File: src/vs_pkg.sv
// constants shared by the vector surge trip and blocking logic
package vs_pkg;
  // clock and mains timing
  localparam int CLK_HZ  = 25_000_000;
  localparam int NOM_HZ  = 50;
  localparam int CNT_W   = 20;
  localparam int ANGLE_W = 12;
  localparam int PROD_W  = 34;
  localparam int TMR_W   = 27;

  // period counter, reference period and angle scaling (degrees, 4 fraction bits)
  localparam logic [CNT_W-1:0]   CNT_RESET      = 20'h00000;
  localparam logic [CNT_W-1:0]   CNT_MAX        = 20'hFFFFF;
  localparam logic [CNT_W-1:0]   REF_PERIOD_CYC = CNT_W'(CLK_HZ / NOM_HZ);
  localparam logic [PROD_W-1:0]  REF_PERIOD_P   = PROD_W'(CLK_HZ / NOM_HZ);
  localparam logic [PROD_W-1:0]  DEG_FULL_Q4    = 34'h000001680;
  localparam logic [PROD_W-1:0]  ANGLE_MAX_P    = 34'h000000FFF;
  localparam logic [ANGLE_W-1:0] ANGLE_RESET    = 12'h000;

  // blocking hold times and their cycle counts
  localparam int T_VOLT_POWERON_MS = 200;
  localparam int T_SHORT_HOLD_MS   = 1000;
  localparam int T_LONG_HOLD_MS    = 5000;
  localparam int VOLT_POWERON_CYC  = (CLK_HZ / 1000) * T_VOLT_POWERON_MS;
  localparam int SHORT_HOLD_CYC    = (CLK_HZ / 1000) * T_SHORT_HOLD_MS;
  localparam int LONG_HOLD_CYC     = (CLK_HZ / 1000) * T_LONG_HOLD_MS;
  localparam logic [TMR_W-1:0] TMR_ZERO = 27'h0000000;
endpackage : vs_pkg

File: src/vector_surge_trip_and_blocking.sv
// vector surge measurement, trip selection and blocking supervisor
// Functional notes
// - each phase period restarts at its crossing
// - absolute period-to-reference difference gives jump angle
// - angle above threshold trips without delay
// - any lost phase suppresses jump trip
// - single-phase mode: any phase excess trips
// - all-phase mode: all three must exceed
// - low voltage blocks frequency, gradient, jump
// - external block per enable; staged release
// - power-on: voltage 200 ms, others 1 s
// - sudden voltage: frequency 1 s, jump 5 s
// - phase loss blocks frequency, gradient, jump
`timescale 1ns/1ps

module hold_timer
  import vs_pkg::*;
#(
  parameter int RESET_CYC = 1
) (
  input  wire logic             clk_i,
  input  wire logic             rst_i,
  input  wire logic             load_i,
  input  wire logic [TMR_W-1:0] load_val_i,
  output logic                  active_o
);
  logic [TMR_W-1:0] cnt;
  logic [TMR_W-1:0] next_cnt;

  // a new hold never shortens one already running
  always_comb begin
    next_cnt = cnt;
    if (load_i && (load_val_i > cnt)) begin
      next_cnt = load_val_i;
    end else if (cnt != TMR_ZERO) begin
      next_cnt = cnt - 27'h0000001;
    end
  end

  always_ff @(posedge clk_i or posedge rst_i) begin
    if (rst_i) begin
      cnt <= TMR_W'(RESET_CYC);
    end else begin
      cnt <= next_cnt;
    end
  end

  assign active_o = (cnt != TMR_ZERO);

  property p_count_down;
    @(posedge clk_i) disable iff (rst_i)
      (cnt != TMR_ZERO && !load_i) |=> (cnt == $past(cnt) - 27'h0000001);
  endproperty
  a_count_down: assert property (p_count_down)
    else $error("hold timer did not count down");
endmodule : hold_timer

module phase_meter
  import vs_pkg::*;
(
  input  wire logic               clk_i,
  input  wire logic               rst_i,
  input  wire logic               zc_i,
  input  wire logic [ANGLE_W-1:0] thr_i,
  output logic [ANGLE_W-1:0]      angle_o,
  output logic                    exceed_o,
  output logic                    eval_o
);
  logic [CNT_W-1:0]   cnt;
  logic [CNT_W-1:0]   next_cnt;
  logic [CNT_W-1:0]   dev;
  logic [PROD_W-1:0]  scaled;
  logic [ANGLE_W-1:0] next_angle;
  logic               next_exceed;

  always_comb begin
    next_cnt    = (cnt == CNT_MAX) ? cnt : cnt + 20'h00001;
    next_angle  = angle_o;
    next_exceed = exceed_o;
    // period spans crossing to crossing, so it counts this edge too
    dev = (next_cnt > REF_PERIOD_CYC) ? next_cnt - REF_PERIOD_CYC
                                      : REF_PERIOD_CYC - next_cnt;
    scaled = (PROD_W'(dev) * DEG_FULL_Q4) / REF_PERIOD_P;
    if (zc_i) begin
      next_cnt    = CNT_RESET;
      next_angle  = (scaled > ANGLE_MAX_P) ? ANGLE_MAX_P[ANGLE_W-1:0]
                                           : scaled[ANGLE_W-1:0];
      next_exceed = (next_angle > thr_i);
    end
  end

  always_ff @(posedge clk_i or posedge rst_i) begin
    if (rst_i) begin
      cnt      <= CNT_RESET;
      angle_o  <= ANGLE_RESET;
      exceed_o <= 1'b0;
      eval_o   <= 1'b0;
    end else begin
      cnt      <= next_cnt;
      angle_o  <= next_angle;
      exceed_o <= next_exceed;
      eval_o   <= zc_i;
    end
  end

  property p_period_restart;
    @(posedge clk_i) disable iff (rst_i)
      zc_i |=> (cnt == CNT_RESET) && eval_o;
  endproperty
  a_period_restart: assert property (p_period_restart)
    else $error("period count not restarted at crossing");

  property p_exceed_cmp;
    @(posedge clk_i) disable iff (rst_i)
      eval_o |-> (exceed_o == (angle_o > $past(thr_i)));
  endproperty
  a_exceed_cmp: assert property (p_exceed_cmp)
    else $error("exceed flag disagrees with angle");
endmodule : phase_meter

module vector_surge_trip_and_blocking
  import vs_pkg::*;
#(
  parameter int VOLT_POWERON_HOLD = VOLT_POWERON_CYC,
  parameter int SHORT_HOLD        = SHORT_HOLD_CYC,
  parameter int LONG_HOLD         = LONG_HOLD_CYC
) (
  // clock and reset
  input  wire logic                    clk_i,
  input  wire logic                    rst_i,
  // digitised measuring inputs
  input  wire logic [2:0]              zero_cross_i,
  input  wire logic [2:0]              phase_present_i,
  input  wire logic [2:0][ANGLE_W-1:0] volt_mag_i,
  // settings
  input  wire logic [ANGLE_W-1:0]      angle_thr_i,
  input  wire logic [ANGLE_W-1:0]      block_volt_thr_i,
  input  wire logic                    all_phase_trip_mode_i,
  // external blocking and its per-function enables
  input  wire logic                    ext_block_i,
  input  wire logic                    blk_en_uv_i,
  input  wire logic                    blk_en_ov_i,
  input  wire logic                    blk_en_freq_i,
  input  wire logic                    blk_en_jump_i,
  input  wire logic                    blk_en_grad_i,
  // measured angles and trip
  output logic [2:0][ANGLE_W-1:0]      jump_angle_o,
  output logic                         jump_trip_o,
  // block flags for each function
  output logic                         uv_block_o,
  output logic                         ov_block_o,
  output logic                         freq_block_o,
  output logic                         jump_block_o,
  output logic                         grad_block_o
);
  logic [2:0] exceed;
  logic [2:0] eval;
  logic       ext_q;
  logic       all_present_q;
  logic       next_ext_q;
  logic       next_all_present_q;
  logic       next_trip;
  logic       all_present;
  logic       volt_low;
  logic       restart_hold;
  logic       volt_hold;
  logic       freq_hold;
  logic       jump_hold;
  logic       meas_block;

  for (genvar p = 0; p < 3; p++) begin : g_phase
    phase_meter u_meter (
      .clk_i    (clk_i),
      .rst_i    (rst_i),
      .zc_i     (zero_cross_i[p]),
      .thr_i    (angle_thr_i),
      .angle_o  (jump_angle_o[p]),
      .exceed_o (exceed[p]),
      .eval_o   (eval[p])
    );
  end

  assign all_present = &phase_present_i;
  assign volt_low    = (volt_mag_i[0] < block_volt_thr_i) ||
                       (volt_mag_i[1] < block_volt_thr_i) ||
                       (volt_mag_i[2] < block_volt_thr_i);
  // release or fresh three-phase voltage rearm; blocks until the timers have loaded
  assign restart_hold = (ext_q && !ext_block_i) || (all_present && !all_present_q);

  hold_timer #(.RESET_CYC(VOLT_POWERON_HOLD)) u_volt_hold (
    .clk_i      (clk_i),
    .rst_i      (rst_i),
    .load_i     (1'b0),
    .load_val_i (TMR_ZERO),
    .active_o   (volt_hold)
  );

  hold_timer #(.RESET_CYC(SHORT_HOLD)) u_freq_hold (
    .clk_i      (clk_i),
    .rst_i      (rst_i),
    .load_i     (restart_hold),
    .load_val_i (TMR_W'(SHORT_HOLD)),
    .active_o   (freq_hold)
  );

  // jump and gradient share one hold: 1 s after power-on, 5 s otherwise
  hold_timer #(.RESET_CYC(SHORT_HOLD)) u_jump_hold (
    .clk_i      (clk_i),
    .rst_i      (rst_i),
    .load_i     (restart_hold),
    .load_val_i (TMR_W'(LONG_HOLD)),
    .active_o   (jump_hold)
  );

  assign meas_block   = volt_low || !all_present || restart_hold;
  assign uv_block_o   = volt_hold || (ext_block_i && blk_en_uv_i);
  assign ov_block_o   = volt_hold || (ext_block_i && blk_en_ov_i);
  assign freq_block_o = freq_hold || (ext_block_i && blk_en_freq_i) || meas_block;
  assign jump_block_o = jump_hold || (ext_block_i && blk_en_jump_i) || meas_block;
  assign grad_block_o = jump_hold || (ext_block_i && blk_en_grad_i) || meas_block;

  // trip follows the latest result of each phase; each is refreshed every period
  always_comb begin
    next_ext_q         = ext_block_i;
    next_all_present_q = all_present;
    if (all_phase_trip_mode_i) begin
      next_trip = (&exceed) && !jump_block_o;
    end else begin
      next_trip = (|exceed) && !jump_block_o;
    end
  end

  always_ff @(posedge clk_i or posedge rst_i) begin
    if (rst_i) begin
      ext_q         <= 1'b0;
      all_present_q <= 1'b1; // idle level, so release is no sudden apply
      jump_trip_o   <= 1'b0;
    end else begin
      ext_q         <= next_ext_q;
      all_present_q <= next_all_present_q;
      jump_trip_o   <= next_trip;
    end
  end

  property p_trip_any;
    @(posedge clk_i) disable iff (rst_i)
      (!all_phase_trip_mode_i && (|exceed) && !jump_block_o) |=> jump_trip_o;
  endproperty
  a_trip_any: assert property (p_trip_any) else $error("single-phase excess did not trip");

  property p_trip_all;
    @(posedge clk_i) disable iff (rst_i)
      (all_phase_trip_mode_i && !(&exceed)) |=> !jump_trip_o;
  endproperty
  a_trip_all: assert property (p_trip_all) else $error("all-phase trip without all phases");

  property p_loss_no_trip;
    @(posedge clk_i) disable iff (rst_i)
      !all_present |=> !jump_trip_o;
  endproperty
  a_loss_no_trip: assert property (p_loss_no_trip) else $error("trip during phase loss");

  property p_low_volt;
    @(posedge clk_i) disable iff (rst_i)
      volt_low |-> freq_block_o && jump_block_o && grad_block_o;
  endproperty
  a_low_volt: assert property (p_low_volt) else $error("low voltage did not block");

  property p_ext_release;
    @(posedge clk_i) disable iff (rst_i)
      $fell(ext_block_i) |-> (freq_block_o && jump_block_o && grad_block_o) [*8];
  endproperty
  a_ext_release: assert property (p_ext_release)
    else $error("release of external block not held");

  property p_volt_free;
    @(posedge clk_i) disable iff (rst_i)
      (!volt_hold && !ext_block_i) |-> !uv_block_o && !ov_block_o;
  endproperty
  a_volt_free: assert property (p_volt_free)
    else $error("voltage functions blocked without cause");

  property p_sudden_apply;
    @(posedge clk_i) disable iff (rst_i)
      $rose(all_present) |-> (jump_block_o && freq_block_o) [*2];
  endproperty
  a_sudden_apply: assert property (p_sudden_apply)
    else $error("sudden voltage did not arm hold");

  property p_fast_trip;
    @(posedge clk_i) disable iff (rst_i)
      ((|eval) && (|exceed) && !all_phase_trip_mode_i && !jump_block_o) |-> ##[0:1] jump_trip_o;
  endproperty
  a_fast_trip: assert property (p_fast_trip)
    else $error("jump not signalled promptly");
endmodule : vector_surge_trip_and_blocking

File: config.mk
export PLATFORM = sky130hd
export DESIGN_NAME = vector_surge_trip_and_blocking
export DESIGN_NICKNAME = d
export VERILOG_FILES = /design/src/vs_pkg.sv /design/src/vector_surge_trip_and_blocking.sv
export SDC_FILE = /design/constraint.sdc
export NUM_CORES = 2
export LEC_CHECK = 0
export ABC_AREA = 0
export BUFFER_PORTS_ARGS = -buffer_cell sky130_fd_sc_hd__buf_2
export CORE_MARGIN = 2
export CORE_UTILIZATION = 51
export CTS_CLUSTER_DIAMETER = 30
export DETAILED_ROUTE_END_ITERATION = 6
export GPL_ROUTABILITY_DRIVEN = 0
export PLACE_DENSITY = 0.68
export SYNTH_ARGS = -nofsm -noshare
export SYNTH_HDL_FRONTEND = slang
export SYNTH_SLANG_ARGS = --single-unit
File: constraint.sdc
create_clock -name clk_i -period 23.1 [get_ports clk_i]
set_input_delay 4.62 -clock clk_i [delete_from_list [all_inputs] [get_ports clk_i]]
set_output_delay 4.62 -clock clk_i [all_outputs]
set_load 0.01 [all_outputs]
==> impl_results.md <==
* Die area at 92600 sq um
* # Max-Cap Violations at 0
* Status: finished, violations left
* CP startpoint: g_phase[0].u_meter.cnt[12]
* Worst slew pin tran at 1.01 ns
* Worst path top cell family by delay: compound AO/OA/AOI/OAI gates
* Sequential area share after synthesis at 10.0%
* Starting Density at about 51%
* Xor/xnor share of the synthesized area at between 10% and 20%
* Placed Area at 50500 sq um
* Worst-Skew Late Latency at between 0.5 and 0.6 ns
* F_max at between 40 and 50 MHz
* Synth Instances at 6286
* CP most frequent cell: buf_4
* Placement Setup Slack at -1.32 ns
* Post-synthesis mux area share at ~3.7%
* Top-count cell post-synth: nor2_1
* Fin nets at about 7400
* Ys async rst share at 100%
* Most frequent cells after synthesis: nor2_1 (611), nand2_1 (568), xnor2_1 (395)
* Simple-gate portion of the synthesized area at between 20 and 30%
* Root buf cell: clkbuf_16
* 1st-pass router iterations at 7
* Synth Area in Adders at 11.7%
* Placed cell count at ~8000
* Initial antenna violation count at 1
* Inserted Clock Buffers at 17
* Std-Cell Core Area at 89700 sq um
* Wl on met1 at about 66 mm
* Clock Skew at about 0.018 ns
* Final HPWL DP at 111 mm
* Met2 wire length at around 70 mm
* Overflow after GRT at 0
* Buf+Inv Stages, Crit Path at 18
* WP data required at ~23 ns
* Reg clk slew, reported paths at about 0.10 ns
* Final hold vios at 0
* HP Start: u_volt_hold.cnt[11]
* Tot GR Track Use at around 29%
* Area leader, netlist: dfrtp_1
* Critical path class: flip-flop to flip-flop
* CP endpoint kind: flip-flop
* DR vias/cell at around 6.4
* Worst slew margin at about a third
* Die height at between 300 and 400 microns
* # DRC at 2
* Design area at 57600 sq um
* Share of layout cells above drive strength 1 at between 20% and 30%
* Top Ports at around 120
* Drt total wl at roughly 150 mm
* Drt wl/cell at 18.5 microns
* Clk sinks at around 180
* IO buf count at around 120
* Most used DFF post-synth: dfrtp_1
* Synth area leaders: dfrtp_1 (8.2%), xnor2_1 (7.5%), ha_1 (6.9%)
* Met3 wire length at 10.4 mm
* Failing checks: DRC
* Largest family of logic cells by synthesized area: compound AO/OA/AOI/OAI gates
* Fin cells at 8149
* Row count at 110
* Mapped cell area at roughly 46000 sq um
* Fillers at roughly 7600
* Compound-Gate Fraction of Synth Area at between 30% and 40%
* CP max FO at 8
* Mean post-synth cell area at 7.32 sq um
* CTS max path bufs at 2
* CP arrival at approximately 23 ns
* Routed Antenna Nets at 0
* Syn_nets at around 6700
* Synth Register Bits at approximately 180
* Fin crit share at between 90% and 100%
* CP Launch Type: flip-flop
* Area growth, synth to finish at 25.3%
* DRT iter0 DRCs at 5325
* Class of the worst hold path: flip-flop to flip-flop
* Highest metal used: met5
* CTS H-Tree Depth at 4
* Netlist cell types at approximately 150
* Die Span X at between 300 and 400 microns
* Slowest Stage Delay on Critical Path at about 0.60 ns
* Top cell type's share of synthesized area at roughly 8.2%
* Tmin final at around 23 ns
* Largest net degree at the start of global routing at about 130
* Synth Warn # at 0
* Antenna diodes at 0
* Worst flop-to-flop path startpoint: g_phase[0].u_meter.cnt[12]
* Via count at ~52000
* CTS tree: built
* First-pass GRT wire length at between 200 and 250 mm
* Slowest cell on the critical path: or4_4
* Slew Viols, Final at 0
* Number of flops mapped to enable cells by yosys at 0
* Final total negative setup slack at 0 ns
* Setup ws final at ~0.47 ns
* Vias in the first global route at 46646
* # setup viols final at 0
==> path summary, 6_finish.rpt <==
check	endpoint	slack [ns]	depth (start not counted)
setup reg to reg	g_phase[0].u_meter.exceed_o	0.47	99
setup / recovery	g_phase[0].u_meter.exceed_o	0.47	99
hold reg to reg	u_volt_hold.cnt[11]	0.47	2
hold / removal	u_volt_hold.cnt[11]	0.47	2
min in group asynchronous	u_freq_hold.cnt[0]	4.30	2
max in group asynchronous	g_phase[2].u_meter.cnt[9]	17.24	3
==> cells by family after synthesis <==
family          count (synthesis)
simple gates                 2454
compound gates               1971
xor+xnor                      573
buf+inv                       565
fa+ha+maj                     380
flops                         183
mux                           160
==> through the flow <==
stage               util [%]  hold WS [ns]
floorplan                  -         0.437
global placement        56.3         0.451
detailed placement      56.3         0.457
CTS                     57.9         0.469
global route            64.2         0.494
finish                  64.2         0.465
==> routing by layer <==
layer	track usage, %	vias to the layer above
li1	-	24910
met5	0	-
met2	47.9	2301
met1	39.7	24892
met4	8.15	6
met3	3.71	388
==> cell type report <==
cell class              instances  area [sq um]  area share (%)
inverters                     356          1340            2.33
well taps                    1176          1470            2.55
flip-flops and latches        183          4640            8.05
multi-input cells            5540         43100            74.8
clock inverters                15           219           0.380
clock buffers                  17           425           0.738
repair buffers                862          6400            11.1
==> worst reg2reg max path: cells and delay by family (launching register included) <==
family	cells	cell delay [ns]
buffers and inverters	18	2.62
AND/OR/NAND/NOR	26	6.54
multiplexers	2	0.44
flip-flops	1	0.46
adder cells (fa/ha/maj)	6	1.75
XOR/XNOR	6	1.64
AO/OA/AOI/OAI	41	9.05
==> sequential cells by signal (all words and copies together) (netlist names) <==
name,count
ext_q,1
u_freq_hold.cnt,27
all_present_q,1
u_jump_hold.cnt,27
u_volt_hold.cnt,27
g_phase.u_meter.exceed_o,3
g_phase.u_meter.cnt,60
jump_trip_o,1
g_phase.u_meter.angle_o,36
==> layout by cell type, fill, tap and decap left out, types with 91 or more instances in the layout <==
cell type,count
buf_2,117
buf_4,709
nand3_1,216
a21oi_1,339
ha_1,239
inv_1,338
nor3_1,175
xnor2_1,342
o211ai_1,93
a21o_1,100
a31oi_1,96
fa_1,91
o21ai_0,260
nor2_1,595
dfrtp_1,136
nand2_1,554
xor2_1,147
and2_1,100
==> what timing repair did <==
action                                  4_1_cts  5_1_grt
pin swaps                                    26      272
setup buffers                                30      253
gates resized for setup                     108      733
cloned                                        0        8
hold buffers                                  0        0
endpoints found under the setup margin        7        9
Power is not shown: default switching activity piles up to over one toggle a cycle in this logic, so the estimate is an artifact.
